### src/hdl/upl_pkg.sv
// Shared constants for the user program logic instruction engine.
package upl_pkg;
    localparam int DW = 8;
    localparam int AW = 8;
    localparam int IW = 16;
    localparam int RW = 16;

    // Instruction fields: first byte in bits 15..8, operand in bits 7..0.
    localparam int OPC_HI  = 15;
    localparam int OPC_LO  = 12;
    localparam int OPND_BIT = 11;
    localparam int DIR_BIT  = 11;
    localparam int SUBJ_HI = 10;
    localparam int SUBJ_LO = 8;
    localparam int COND_HI = 9;
    localparam int COND_LO = 8;

    localparam logic [3:0] OP_AND     = 4'h1;
    localparam logic [3:0] OP_TESTAND = 4'h2;
    localparam logic [3:0] OP_COMPARE = 4'h3;
    localparam logic [3:0] OP_BRANCH  = 4'h4;
    localparam logic [3:0] OP_MOVE    = 4'h5;

    localparam logic [AW-1:0] LEN_SHORT = 8'h01;
    localparam logic [AW-1:0] LEN_LONG  = 8'h02;

    localparam logic [1:0] COND_ALWAYS  = 2'h0;
    localparam logic [1:0] COND_NONZERO = 2'h1;
    localparam logic [1:0] COND_ZERO    = 2'h2;

    typedef enum logic [2:0] {
        SUBJ_RX0   = 3'h0,
        SUBJ_RX1   = 3'h1,
        SUBJ_CTRL  = 3'h2,
        SUBJ_NEXUS = 3'h3,
        SUBJ_INT   = 3'h4,
        SUBJ_STEP  = 3'h5,
        SUBJ_SCSI  = 3'h6,
        SUBJ_ACC   = 3'h7
    } upl_subj_e;

    // Register map of the software port.
    localparam logic [1:0] REG_CONTROL = 2'h0;
    localparam logic [1:0] REG_STATUS  = 2'h1;
    localparam logic [1:0] REG_ACC     = 2'h2;
    localparam logic [1:0] REG_COND    = 2'h3;
    localparam int CTRL_RUN_BIT  = 8;
    localparam int STAT_RUN_BIT  = 0;
    localparam int STAT_ZERO_BIT = 1;
    localparam int STAT_ILL_BIT  = 2;

    localparam logic [DW-1:0] ACC_RESET  = 8'h00;
    localparam logic [DW-1:0] COND_RESET = 8'h00;
    localparam logic [AW-1:0] PC_RESET   = 8'h00;

    // Two-byte instructions are the only ones this engine executes.
    function automatic logic isKnownOp(input logic [3:0] opc);
        return (opc == OP_AND) || (opc == OP_TESTAND) || (opc == OP_COMPARE) ||
               (opc == OP_BRANCH) || (opc == OP_MOVE);
    endfunction : isKnownOp
endpackage : upl_pkg

### src/hdl/upl_source_sel.sv
// Subject code source selector with queue advance strobes.
`timescale 1ns/1ps
module upl_source_sel (
    // Status sources
    input  wire logic [upl_pkg::DW-1:0] rxByte0,
    input  wire logic [upl_pkg::DW-1:0] rxByte1,
    input  wire logic [upl_pkg::DW-1:0] ctrlStatus,
    input  wire logic [upl_pkg::DW-1:0] nexusStatus,
    input  wire logic [upl_pkg::DW-1:0] intStatus,
    input  wire logic [upl_pkg::DW-1:0] cmdStep,
    input  wire logic [upl_pkg::DW-1:0] scsiCtrl,
    input  wire logic [upl_pkg::DW-1:0] acc,
    // Selection
    input  wire logic [2:0]             subjectSel,
    input  wire logic                   take,
    // Result
    output logic      [upl_pkg::DW-1:0] value,
    output logic                        popInt,
    output logic                        popStep
);
    wire logic [upl_pkg::DW-1:0] srcs [8];

    assign srcs[upl_pkg::SUBJ_RX0]   = rxByte0;
    assign srcs[upl_pkg::SUBJ_RX1]   = rxByte1;
    assign srcs[upl_pkg::SUBJ_CTRL]  = ctrlStatus;
    assign srcs[upl_pkg::SUBJ_NEXUS] = nexusStatus;
    assign srcs[upl_pkg::SUBJ_INT]   = intStatus;
    assign srcs[upl_pkg::SUBJ_STEP]  = cmdStep;
    assign srcs[upl_pkg::SUBJ_SCSI]  = scsiCtrl;
    assign srcs[upl_pkg::SUBJ_ACC]   = acc;

    assign value   = srcs[subjectSel];
    // Each access moves the queue on so a pending cause shows next time.
    assign popInt  = take && (subjectSel == upl_pkg::SUBJ_INT);
    assign popStep = take && (subjectSel == upl_pkg::SUBJ_STEP);
endmodule : upl_source_sel

### src/hdl/upl_logic_unit.sv
// Bitwise product and equality difference of two bytes.
`timescale 1ns/1ps
module upl_logic_unit (
    // Inputs
    input  wire logic [upl_pkg::DW-1:0] subject,
    input  wire logic [upl_pkg::DW-1:0] operand,
    // Results
    output logic      [upl_pkg::DW-1:0] andOut,
    output logic      [upl_pkg::DW-1:0] cmpOut
);
    for (genvar i = 0; i < upl_pkg::DW; i++) begin : g_bit
        assign andOut[i] = subject[i] & operand[i];
    end
    // Zero exactly when equal, so zero/nonzero branches mean equal/unequal.
    assign cmpOut = subject ^ operand;
endmodule : upl_logic_unit

### src/hdl/upl_core.sv
// User program engine for logic, compare, branch and move instructions.
`timescale 1ns/1ps
module upl_core (
    // Clock and reset
    input  wire logic                   clk,
    input  wire logic                   sys_rst,
    // Software register port
    input  wire logic [1:0]             regAddr,
    input  wire logic [upl_pkg::RW-1:0] regWrData,
    input  wire logic                   regWr,
    input  wire logic                   regRd,
    output logic      [upl_pkg::RW-1:0] regRdData,
    // User program memory, synchronous read
    output logic      [upl_pkg::AW-1:0] memAddr,
    input  wire logic [upl_pkg::DW-1:0] memRdData,
    output logic                        memWr,
    output logic      [upl_pkg::DW-1:0] memWrData,
    // Status sources
    input  wire logic [upl_pkg::DW-1:0] rxByte0,
    input  wire logic [upl_pkg::DW-1:0] rxByte1,
    input  wire logic [upl_pkg::DW-1:0] ctrlStatus,
    input  wire logic [upl_pkg::DW-1:0] nexusStatus,
    input  wire logic [upl_pkg::DW-1:0] intStatus,
    input  wire logic [upl_pkg::DW-1:0] cmdStep,
    input  wire logic [upl_pkg::DW-1:0] scsiCtrl,
    // Queue advance strobes
    output logic                        popInt,
    output logic                        popStep
);
    typedef enum logic [2:0] {
        ST_IDLE = 3'b000,
        ST_CMD  = 3'b001,
        ST_OPD  = 3'b011,
        ST_IND  = 3'b010,
        ST_AWT  = 3'b110,
        ST_EXEC = 3'b111
    } upl_state_e;

    upl_state_e                 state;
    upl_state_e                 next_state;
    logic [upl_pkg::AW-1:0]     pc;
    logic [upl_pkg::DW-1:0]     cmdByte;
    logic [upl_pkg::DW-1:0]     opnd;
    logic [upl_pkg::DW-1:0]     acc;
    logic [upl_pkg::DW-1:0]     condVal;
    logic                       running;
    logic                       illegal;

    // Decode of the held command byte.
    wire logic [upl_pkg::IW-1:0] instr = {cmdByte, opnd};
    wire logic [3:0] opc     = instr[upl_pkg::OPC_HI:upl_pkg::OPC_LO];
    wire logic       opBit   = instr[upl_pkg::OPND_BIT];
    wire logic [2:0] subjSel = instr[upl_pkg::SUBJ_HI:upl_pkg::SUBJ_LO];
    wire logic [1:0] condSel = instr[upl_pkg::COND_HI:upl_pkg::COND_LO];
    wire logic isAnd   = (opc == upl_pkg::OP_AND);
    wire logic isTest  = (opc == upl_pkg::OP_TESTAND);
    wire logic isCmp   = (opc == upl_pkg::OP_COMPARE);
    wire logic isBr    = (opc == upl_pkg::OP_BRANCH);
    wire logic isMove  = (opc == upl_pkg::OP_MOVE);
    wire logic isCalc  = isAnd || isTest || isCmp;
    wire logic isStore = isMove && instr[upl_pkg::DIR_BIT];
    wire logic isLoad  = isMove && !instr[upl_pkg::DIR_BIT];
    // Operand is an address for calculations with bit 11 set and for MOVE loads.
    wire logic needInd = (isCalc && opBit) || isLoad;

    // Opcode of the byte arriving from memory during ST_OPD.
    wire logic [3:0] newOpc = memRdData[upl_pkg::OPC_HI-upl_pkg::DW:upl_pkg::OPC_LO-upl_pkg::DW];
    wire logic       newOk  = upl_pkg::isKnownOp(newOpc);

    // Data operand: immediate byte or the byte fetched from the operand address.
    wire logic [upl_pkg::DW-1:0] calcOperand = (isCalc && opBit) ? memRdData : opnd;

    wire logic [upl_pkg::DW-1:0] subjVal;
    wire logic [upl_pkg::DW-1:0] andRes;
    wire logic [upl_pkg::DW-1:0] cmpRes;
    wire logic takeExec  = (state == ST_EXEC) && isCalc;
    wire logic takeStore = (state == ST_IND) && isStore;

    upl_source_sel u_src (
        .rxByte0     (rxByte0),
        .rxByte1     (rxByte1),
        .ctrlStatus  (ctrlStatus),
        .nexusStatus (nexusStatus),
        .intStatus   (intStatus),
        .cmdStep     (cmdStep),
        .scsiCtrl    (scsiCtrl),
        .acc         (acc),
        .subjectSel  (subjSel),
        .take        (takeExec || takeStore),
        .value       (subjVal),
        .popInt      (popInt),
        .popStep     (popStep)
    );

    upl_logic_unit u_alu (
        .subject (subjVal),
        .operand (calcOperand),
        .andOut  (andRes),
        .cmpOut  (cmpRes)
    );

    // Branch decision on the latest kept result.
    localparam logic [upl_pkg::DW-1:0] COND_ZERO_VAL = upl_pkg::COND_RESET;
    wire logic condZero = (condVal == COND_ZERO_VAL);
    wire logic brTaken = isBr && ((condSel == upl_pkg::COND_ALWAYS) ||
                                  ((condSel == upl_pkg::COND_NONZERO) && !condZero) ||
                                  ((condSel == upl_pkg::COND_ZERO) && condZero));
    // Every executed instruction here is two bytes long.
    wire logic [upl_pkg::AW-1:0] pcNext = pc + upl_pkg::LEN_LONG;
    wire logic [upl_pkg::AW-1:0] pcOpd  = pc + upl_pkg::LEN_SHORT;

    // Software writes.
    wire logic wrCtrl  = regWr && (regAddr == upl_pkg::REG_CONTROL);
    wire logic wrAcc   = regWr && (regAddr == upl_pkg::REG_ACC);
    wire logic runReq  = wrCtrl && regWrData[upl_pkg::CTRL_RUN_BIT];
    wire logic stopReq = wrCtrl && !regWrData[upl_pkg::CTRL_RUN_BIT];
    wire logic badOp   = (state == ST_OPD) && !newOk;

    always_comb begin
        next_state = state;
        unique case (state)
            ST_IDLE: if (runReq) next_state = ST_CMD;
            ST_CMD:  next_state = ST_OPD;
            ST_OPD:  next_state = newOk ? ST_IND : ST_IDLE;
            ST_IND:  next_state = (needInd || isStore) ? ST_AWT : ST_EXEC;
            ST_AWT:  next_state = ST_EXEC;
            ST_EXEC: next_state = ST_CMD;
            default: next_state = ST_IDLE;
        endcase
        if (stopReq) begin
            next_state = ST_IDLE;
        end
    end

    always_ff @(posedge clk) begin
        if (sys_rst) begin
            state <= ST_IDLE;
        end else begin
            state <= next_state;
        end
    end

    // Program counter.
    wire logic [upl_pkg::AW-1:0] next_pc =
        (state == ST_IDLE && runReq) ? regWrData[upl_pkg::AW-1:0] :
        (state == ST_EXEC)           ? (brTaken ? opnd : pcNext) : pc;

    always_ff @(posedge clk) begin
        if (sys_rst) begin
            pc <= upl_pkg::PC_RESET;
        end else begin
            pc <= next_pc;
        end
    end

    // Command and operand bytes arrive one cycle after their address.
    always_ff @(posedge clk) begin
        if (sys_rst) begin
            cmdByte <= '0;
            opnd    <= '0;
        end else begin
            if (state == ST_OPD) begin
                cmdByte <= memRdData;
            end
            if (state == ST_IND) begin
                opnd <= memRdData;
            end
        end
    end

    // Memory address and store port.
    wire logic [upl_pkg::AW-1:0] next_memAddr =
        (state == ST_IDLE) ? regWrData[upl_pkg::AW-1:0] :
        (state == ST_CMD)  ? pcOpd :
        (state == ST_IND)  ? memRdData :
        (state == ST_EXEC) ? next_pc : memAddr;

    always_ff @(posedge clk) begin
        if (sys_rst) begin
            memAddr   <= upl_pkg::PC_RESET;
            memWr     <= 1'b0;
            memWrData <= '0;
        end else begin
            memAddr   <= next_memAddr;
            memWr     <= takeStore && !stopReq;
            memWrData <= takeStore ? subjVal : memWrData;
        end
    end

    // Accumulator and kept condition.
    wire logic [upl_pkg::DW-1:0] next_acc =
        wrAcc                              ? regWrData[upl_pkg::DW-1:0] :
        ((state == ST_EXEC) && isAnd)      ? andRes :
        ((state == ST_EXEC) && isLoad)     ? memRdData :
        acc;
    wire logic [upl_pkg::DW-1:0] next_condVal =
        ((state == ST_EXEC) && isTest) ? andRes :
        ((state == ST_EXEC) && isCmp)  ? cmpRes :
        condVal;

    always_ff @(posedge clk) begin
        if (sys_rst) begin
            acc     <= upl_pkg::ACC_RESET;
            condVal <= upl_pkg::COND_RESET;
        end else begin
            acc     <= next_acc;
            condVal <= next_condVal;
        end
    end

    // Status flags; an unknown opcode halts and sets the sticky flag.
    // A new fault in the same cycle as a restart keeps the flag set.
    always_ff @(posedge clk) begin
        if (sys_rst) begin
            running <= 1'b0;
            illegal <= 1'b0;
        end else begin
            running <= (next_state != ST_IDLE);
            if (badOp) begin
                illegal <= 1'b1;
            end else if (runReq) begin
                illegal <= 1'b0;
            end
        end
    end

    // Read port: data stand for one cycle after the strobe, zero otherwise.
    wire logic [upl_pkg::RW-1:0] statusWord =
        upl_pkg::RW'({illegal, condZero, running});
    wire logic [upl_pkg::RW-1:0] rdMux =
        (regAddr == upl_pkg::REG_CONTROL) ? upl_pkg::RW'({running, pc}) :
        (regAddr == upl_pkg::REG_STATUS)  ? statusWord :
        (regAddr == upl_pkg::REG_ACC)     ? upl_pkg::RW'(acc) :
                                            upl_pkg::RW'(condVal);

    always_ff @(posedge clk) begin
        if (sys_rst) begin
            regRdData <= '0;
        end else begin
            regRdData <= regRd ? rdMux : '0;
        end
    end

    // Checks.
    a_fetch_addr: assert property (@(posedge clk) disable iff (sys_rst)
        (state == ST_CMD) |-> (memAddr == pc))
        else $error("command fetch address differs from program counter");

    a_and_acc: assert property (@(posedge clk) disable iff (sys_rst)
        (state == ST_EXEC && isAnd && !wrAcc) |=> (acc == ($past(subjVal) & $past(calcOperand))))
        else $error("AND result not in accumulator");

    a_and_bits: assert property (@(posedge clk) disable iff (sys_rst)
        (andRes & ~subjVal) == '0 && (andRes & ~calcOperand) == '0 &&
        ((subjVal & calcOperand) == andRes))
        else $error("product bit wrong");

    a_test_acc_kept: assert property (@(posedge clk) disable iff (sys_rst)
        (state == ST_EXEC && (isTest || isCmp) && !wrAcc) |=> $stable(acc))
        else $error("accumulator changed by test or compare");

    a_cmp_zero_eq: assert property (@(posedge clk) disable iff (sys_rst)
        (state == ST_EXEC && isCmp) |=>
        ((condVal == '0) == ($past(subjVal) == $past(calcOperand))))
        else $error("compare result does not match equality");

    a_indirect_addr: assert property (@(posedge clk) disable iff (sys_rst)
        (state == ST_IND && needInd && !stopReq) |=> ##1
        (state == ST_EXEC && memAddr == opnd))
        else $error("indirect operand not fetched");

    a_branch_target: assert property (@(posedge clk) disable iff (sys_rst)
        (state == ST_EXEC && isBr && condSel == upl_pkg::COND_ALWAYS) |=> (pc == $past(opnd)))
        else $error("unconditional branch missed target");

    a_branch_cond: assert property (@(posedge clk) disable iff (sys_rst)
        (state == ST_EXEC && isBr && condSel == upl_pkg::COND_ZERO && !condZero) |=>
        (pc == $past(pc) + upl_pkg::LEN_LONG))
        else $error("failed zero branch did not fall through");

    a_pc_advance: assert property (@(posedge clk) disable iff (sys_rst)
        (state == ST_EXEC && !isBr) |=> (pc == $past(pc) + upl_pkg::LEN_LONG))
        else $error("program counter did not advance by two");

    a_move_store: assert property (@(posedge clk) disable iff (sys_rst)
        (takeStore && !stopReq) |=> (memWr && memWrData == $past(subjVal) &&
                                     memAddr == $past(memRdData)))
        else $error("MOVE store not issued");

    a_queue_pop: assert property (@(posedge clk) disable iff (sys_rst)
        popInt |-> (((state == ST_EXEC && isCalc) || (state == ST_IND && isStore)) &&
                    subjSel == upl_pkg::SUBJ_INT))
        else $error("interrupt queue advanced without access");

    c_and_exec:   cover property (@(posedge clk) disable iff (sys_rst) state == ST_EXEC && isAnd);
    c_branch_tk:  cover property (@(posedge clk) disable iff (sys_rst) state == ST_EXEC && brTaken);
    c_move_store: cover property (@(posedge clk) disable iff (sys_rst) memWr);
    c_step_pop:   cover property (@(posedge clk) disable iff (sys_rst) popStep);
endmodule : upl_core

### config.mk
export PLATFORM = sky130hd
export DESIGN_NAME = upl_core
export DESIGN_NICKNAME = d
export VERILOG_FILES = /design/src/hdl/upl_pkg.sv /design/src/hdl/upl_source_sel.sv /design/src/hdl/upl_logic_unit.sv /design/src/hdl/upl_core.sv
export SDC_FILE = /design/constraint.sdc
export NUM_CORES = 1
export LEC_CHECK = 0
export ABC_AREA = 1
export BUFFER_PORTS_ARGS = -buffer_cell sky130_fd_sc_hd__buf_4
export CORE_ASPECT_RATIO = 0.6
export CORE_MARGIN = 5
export CORE_UTILIZATION = 48
export DETAILED_ROUTE_END_ITERATION = 6
export GPL_TIMING_DRIVEN = 0
export PLACE_DENSITY = 0.8
export SYNTH_ARGS = -nofsm -noshare
export SYNTH_HDL_FRONTEND = slang
export SYNTH_SLANG_ARGS = --single-unit
### constraint.sdc
create_clock -name clk -period 2.2 [get_ports clk]
set_input_delay 0.22 -clock clk [delete_from_list [all_inputs] [get_ports clk]]
set_output_delay 0.22 -clock clk [all_outputs]
set_load 0.01 [all_outputs]
* After elaboration in Yosys (flattened, before gate mapping)
Cells that the tools add are included.
** Operators by class
- Add/subtract/negate cells :: 2
- Multipliers :: 0
- Div/mod/pow operators :: 0
- Order comparisons :: 1
- Equal/unequal tests :: 21
- Shifts and indexed selects :: 0
- Muxes and demuxes :: 26
- Bitwise gates (word level) :: 11
- Reduce and logical (&&, ||, !) cells :: 48
** Operators by type and width (number)
- $mux W8 :: 17
- $bmux W8 S3 :: 1
- $logic_and A1 B1 Y1 :: 21
- $pmux W3 S6 :: 1
- $eq A4 B2 Y1 const B :: 4
- $eq A4 B3 Y1 const B :: 4
- $eq A3 B3 Y1 const B :: 4
- $logic_or A1 B1 Y1 :: 11
- $mux W9 :: 1
- $add A8 B1 Y8 const B :: 1
- $add A8 B2 Y8 const B :: 1
- $and A1 B1 Y1 :: 8
- $eq A4 B1 Y1 const B :: 2
- $logic_not A8 Y1 :: 1
- $xor A8 B8 Y8 :: 1
- $eq A3 B2 Y1 const B :: 2
- $mux W3 :: 2
- $reduce_bool A3 Y1 :: 2
- $logic_not A1 Y1 :: 5
- $eq A2 B1 Y1 const B :: 2
- $eq A2 B2 Y1 const B :: 2
- $ge A4 B4 Y1 const B :: 1
- $logic_not A2 Y1 :: 2
- $not A3 Y4 :: 1
- other kinds (9) :: 12
** Word-level totals
- Bits in registers :: 78
- Bits in latches :: 0
- RAM bits :: 0
- Memory bits (read-only) :: 0
- Input port bits :: 86
- Output and inout port bits :: 35
- Word-level logic and storage cells :: 122
- Memories kept :: 0

* Longest topological paths before layout
- Word-level depth :: 13
- Mapped depth :: 16
- Mapped depth without buffers :: 15

* By module
From an unflattened synthesis, not the netlist that was laid out.
** Unflattened totals
- Cell total of the unflattened synthesis :: 792
- Area total of the unflattened synthesis :: 4863.4 sq um
** By module, submodules not included
- upl_core :: times used 1, cells an instance 583, area each 3871.2 sq um, seq. area each 1421.4 sq um
- upl_source_sel :: times used 1, cells an instance 201, area each 892.1 sq um, seq. area each 0.0 sq um
- upl_logic_unit :: times used 1, cells an instance 8, area each 100.1 sq um, seq. area each 0.0 sq um

* Worst setup path after synthesis
OpenSTA, ideal clock, no wires.
- Kind :: register -> register
- Start point :: reg cmdByte[0] in the netlist's numbering
- End point :: reg condVal[6] in the netlist's numbering
- Library setup time :: 0.120 ns
- Data arrival time :: 1.948 ns
- Required time :: 2.080 ns
- Setup slack :: 0.132 ns
- Cell stages (with the launch flop) :: 13
- Buffers on the path :: 3
- Clock period less this slack :: 2.068 ns
- Cell sequence :: dfxtp_1 buf_2 buf_2 buf_2 nand2_1 o211ai_1 nand3_1 o21ai_0 inv_1 ha_1 mux2_2 o21ai_0 a21oi_1
** On the way
- Word-level cells in the longest chain between the ends :: 7
- Elaborated cells on any way between the ends :: 8
- Those cells by class :: mux: 5; bitwise: 3
** Ends and longest elaborated chain
- start: declaration :: RTL line upl_core.sv:42 : logic [upl_pkg::DW-1:0] cmdByte;
- start signal: assignment :: RTL line upl_core.sv:163 : cmdByte <= memRdData;
- $not A3 Y4 (implied by the code) * :: RTL line upl_source_sel.sv:32 : assign value = srcs[subjectSel];
- $bmux W8 S3 * :: RTL line upl_source_sel.sv:32
- $mux W8 (implied by the code) * (2 in series) :: RTL line upl_source_sel.sv:32
- net subjVal, one bit :: RTL line upl_core.sv:73 : wire logic [upl_pkg::DW-1:0] subjVal;
- $xor A8 B8 Y8 :: RTL line upl_logic_unit.sv:15 : assign cmpOut = subject ^ operand;
- $mux W8 :: RTL line upl_core.sv:198 : ((state == ST_EXEC) && isCmp) ? cmpRes :
- $mux W8 * :: RTL line upl_core.sv:197 : ((state == ST_EXEC) && isTest) ? andRes :
- end signal: assignment :: RTL line upl_core.sv:204 : condVal <= upl_pkg::COND_RESET;
- end signal: assignment :: RTL line upl_core.sv:207 : condVal <= next_condVal;
- end: declaration :: RTL line upl_core.sv:45 : logic [upl_pkg::DW-1:0] condVal;
The timed path passes the listed nets; every way through them passes the cells marked *. The select of a mux whose other input is x is not followed.
A chain may end at the register's enable or synchronous reset.

* Final worst setup path
- Start point :: reg cmdByte[1] in the netlist's numbering
- End point :: reg acc[3] in the netlist's numbering
** On the way
- Word-level cells in the longest chain between the ends :: 7
** Ends and longest elaborated chain
- $not A3 Y4 (implied by the code) :: RTL line upl_source_sel.sv:32
- $bmux W8 S3 :: RTL line upl_source_sel.sv:32
- $mux W8 (implied by the code) (2 in series) :: RTL line upl_source_sel.sv:32
- net subjVal, one bit :: RTL line upl_core.sv:73
- $and A1 B1 Y1 :: RTL line upl_logic_unit.sv:12 : assign andOut[i] = subject[i] & operand[i];
- $mux W8 :: RTL line upl_core.sv:193 : ((state == ST_EXEC) && isAnd) ? andRes :
- $mux W8 :: RTL line upl_core.sv:192 : wrAcc ? regWrData[upl_pkg::DW-1:0] :
- end signal: assignment :: RTL line upl_core.sv:203 : acc <= upl_pkg::ACC_RESET;
- end signal: assignment :: RTL line upl_core.sv:206 : acc <= next_acc;
- end: declaration :: RTL line upl_core.sv:44 : logic [upl_pkg::DW-1:0] acc;
The timed path passes the listed nets, and every way through them passes these cells. The select of a mux whose other input is x is not followed.

==> run_results.csv <==
group,metric,value,unit
worst_setup_path,path_cells,"inv_2 > clkbuf_4 > nand2_1 > o221ai_1 > nand2_1 > o21ai_4 > ha_1 > nor2_1 > a21oi_1 > a21oi_1 > a211oi_1",
die,rows,27,
layout,final_nets,931,
grt,grt_pass1_vias,4893,
routing,vias_per_cell,5.666,
power,powerDensity,630.0,nW/µm²
place,io_buffers,105,
grt,grt_pass1_wl,25800,µm
worst_setup_path,cp_slowest_cell,"dfxtp_4",
place,place_congestion,0.9542,
clock_tree,hold_buffers,0,
synthesis,synth_edf_count,0,
routing,drt-total-wl,16700,µm
power,pwr-share-seq,0.368,
layout,antennaDiodeCount,0,
synthesis,async_reset_ff_frac,0,
clock_tree,clock_latency,0.35,ns
place,place_inst,947,
routing,dr.pass1.iters,5,
clock_tree,clkTransAtPathRegs,0.06,ns
clock_tree,clock_sinks,71,
die,boundaryPins,121,
clock_tree,htree_levels,3,
sta,max_slew.worst_pin.slew,0.5879,ns
grt,grt_max_degree,14,
synthesis,synth_seq_area_share,0.3088,
routing,drt_iter0_drc,711,
routing,ant_nets,0,
power,netSwitchingPower,1.147,mW
run,cap_violations,0,
worst_hold_path,hp-class,"in -> reg",
synthesis,synth_top_area_frac,0.3088,
clock_tree,cts_tree,"done",
sta,fmax,465.7,MHz
power,p_leak,2.758,nW
routing,vias,5496,
sta,maxSlewHeadroom,0.6081,
die,dieWidth,136.4,µm
layout,syn_to_final_growth,33.05,%
grt,grt_usage,0.2840,
worst_setup_path,path_class,"reg -> reg",
synthesis,synth_top_area_cell,"dfxtp_1",
power,pwr-share-clk,0.409,
worst_setup_path,r2r_start,"cmdByte[1]",
place,dp_hpwl,13050,µm
synthesis,syn_area,4603,µm²
sta,fin_skew,0.01034,ns
worst_setup_path,critPathRequiredTime,2.45,ns
routing,routedWlPerCell,17.21,µm
synthesis,synthCells,706,
die,dieHeight,85.86,µm
status,outcome,"finished clean",
synthesis,synth_area_per_cell,6.520,µm²
sta,slew_viol_final,0,
die,core_area,9256,µm²
worst_setup_path,cp-start-kind,"flip-flop",
worst_setup_path,end_kind,"flip-flop",
worst_setup_path,critical_path_arrival,2.40,ns
grt,antenna_found_initial,0,
grt,grt-ovfl-total,0,
synthesis,synth_area_leaders,"dfxtp_1 (31%), nand2_1 (12%), a21oi_1 (8.7%)",
sta,setup_violations,0,
power,irDropWorstVdd,0.4640,mV
power,power_frac_comb,0.223,
sta,hold_viol_final,0,
synthesis,ys_seq_elements,71,
routing,drc,0,
worst_setup_path,slowest_delay,0.39,ns
die,initial_utilization,0.4973,
sta,period_share,0.9760,
worst_setup_path,cp_max_fo,10,
worst_setup_path,critPathLaunch,"cmdByte[1]",
synthesis,yosysWarnings,0,
synthesis,ys.flop_type,"dfxtp_1",
die,die_area,11710,µm²
layout,drive_above_1_share,0.2643,
clock_tree,clockBufferDepth,2,
synthesis,synthDistinctLibCells,48,
clock_tree,cts_buffers,9,
worst_hold_path,hp-start,"regWrData[1]",
sta,period_minus_slack,2.147,ns
layout,fin_cells,970,
power,intPower,2.711,mW
power,switching_share,0.2972,
sta,rsz0062_at_grt,"yes",
clock_tree,clock_tree.root_cell,"clkbuf_16",
layout,post-route-util,0.6617,
cell type report:
class                      instances  area [µm²]
multi-input combinational        519        2778
tap                              130       162.7
inverter                          81       309.0
clock inverter                     7       97.59
clock buffer                       9       225.2
timing repair buffer             112       840.8
sequential                        71        1433
fill                             846        3132
buffer                            41       279.0
final timing paths:
check / end / slack, ns / cells after the start
max: acc[3] / 0.05 / 11
min: pc[1] / 0.19 / 3
max reg2reg: acc[3] / 0.05 / 11
min reg2reg: regRdData[8] / 0.46 / 2
synthesized netlist by cell type (2+ instances only):
cell / number
nand2_1: 153
a221oi_2: 3
inv_2: 8
buf_6: 4
o21a_1: 2
o21ai_0: 60
nor2_4: 4
mux2_2: 2
nand3_1: 61
nand3_2: 3
o211ai_1: 9
nor2_1: 61
ha_1: 10
o21ai_1: 12
nor2_2: 4
buf_2: 8
a211oi_1: 3
xor2_1: 6
nor3_1: 4
a21oi_2: 5
nand3_4: 2
a21oi_1: 80
nor4_1: 2
clkbuf_1: 20
dfxtp_1: 71
o22ai_1: 3
nand4_1: 7
buf_4: 8
inv_1: 71
mux2i_1: 2
flip-flops by register name (all words and copies together) (netlist names), 8 cells and up:
signal     flops
acc            8
cmdByte        8
condVal        8
memAddr        8
memWrData      8
opnd           8
pc             8
regRdData      9
stage by stage:
stage | instance area [µm²] | setup TNS [ns] | power [mW] | setup slack [ns] | hold WS [ns]
floorplan | 4626 | 0 | 1.908 | 0.1321 | 0.3829
global placement | 5577 | -3.883 | 2.215 | -0.6005 | 0.4493
detailed placement | 5577 | -4.487 | 2.234 | -0.6603 | 0.4499
CTS | 5981 | 0 | 3.820 | 0.003137 | 0.1760
global route | 6125 | -0.2092 | 4.040 | -0.08670 | 0.1853
finish | 6125 | 0 | 3.858 | 0.05280 | 0.1864
kinds of logic (layout without fill, tap and decap cells):
family,after synthesis,count (layout),synth area share
simple gates,307,307,0.2993
compound gates,184,184,0.2264
buf+inv,122,250,0.1150
flops,71,71,0.3088
fa+ha+maj,10,10,0.02718
xor+xnor,7,7,0.01332
mux,4,4,0.009241
other cells,1,7,0.0008147
critical path, delay by kind of cell (launching register included):
family / cells / cell delay, ns
AOI/OAI and AO/OA: 5 / 0.82
adders and majority gates: 1 / 0.21
buffers and inverters: 2 / 0.35
DFF: 1 / 0.39
and+or+nand+nor: 3 / 0.29
layer usage:
layer  wire [µm]  part of all wire  track usage
met1        8014              0.48       0.4431
met5           0                 0            0
met2        6675              0.40       0.3835
met4         184             0.011      0.05855
met3        1823              0.11      0.07679
timing repair:
item / 4_1_cts / 5_1_grt
pin swaps: 3 / 4
setup endpoints to repair: 18 / 19
resized for setup: 37 / 45
setup buffers: 2 / 5
cloned: 0 / 0
placed cells by master (no fill, tap or decap), types with 4 or more instances in the layout:
cell type / instances
inv_1: 69
nand3_2: 4
dfxtp_1: 66
o21ai_2: 8
o21ai_0: 41
nor2_4: 5
clkbuf_16: 9
nand2_1: 152
ha_1: 10
nand3_1: 60
o21ai_1: 21
nor2_1: 60
nand4_1: 7
nor2_2: 4
buf_4: 122
buf_2: 7
a21oi_2: 7
xor2_1: 5
buf_6: 6
clkbuf_1: 11
inv_2: 9
conb_1: 7
o211ai_1: 9
a21oi_1: 78
power groups by stage:
stage	clock network, mW	registers (mW)	logic (mW)
2_1_floorplan	0	1.45	0.458
5_1_grt	1.67	1.43	0.939
4_1_cts	1.59	1.42	0.810
6_report	1.58	1.42	0.859
3_3_place_gp	0	1.44	0.775
3_5_place_dp	0	1.44	0.791
Power figures use the tool's default switching activity.
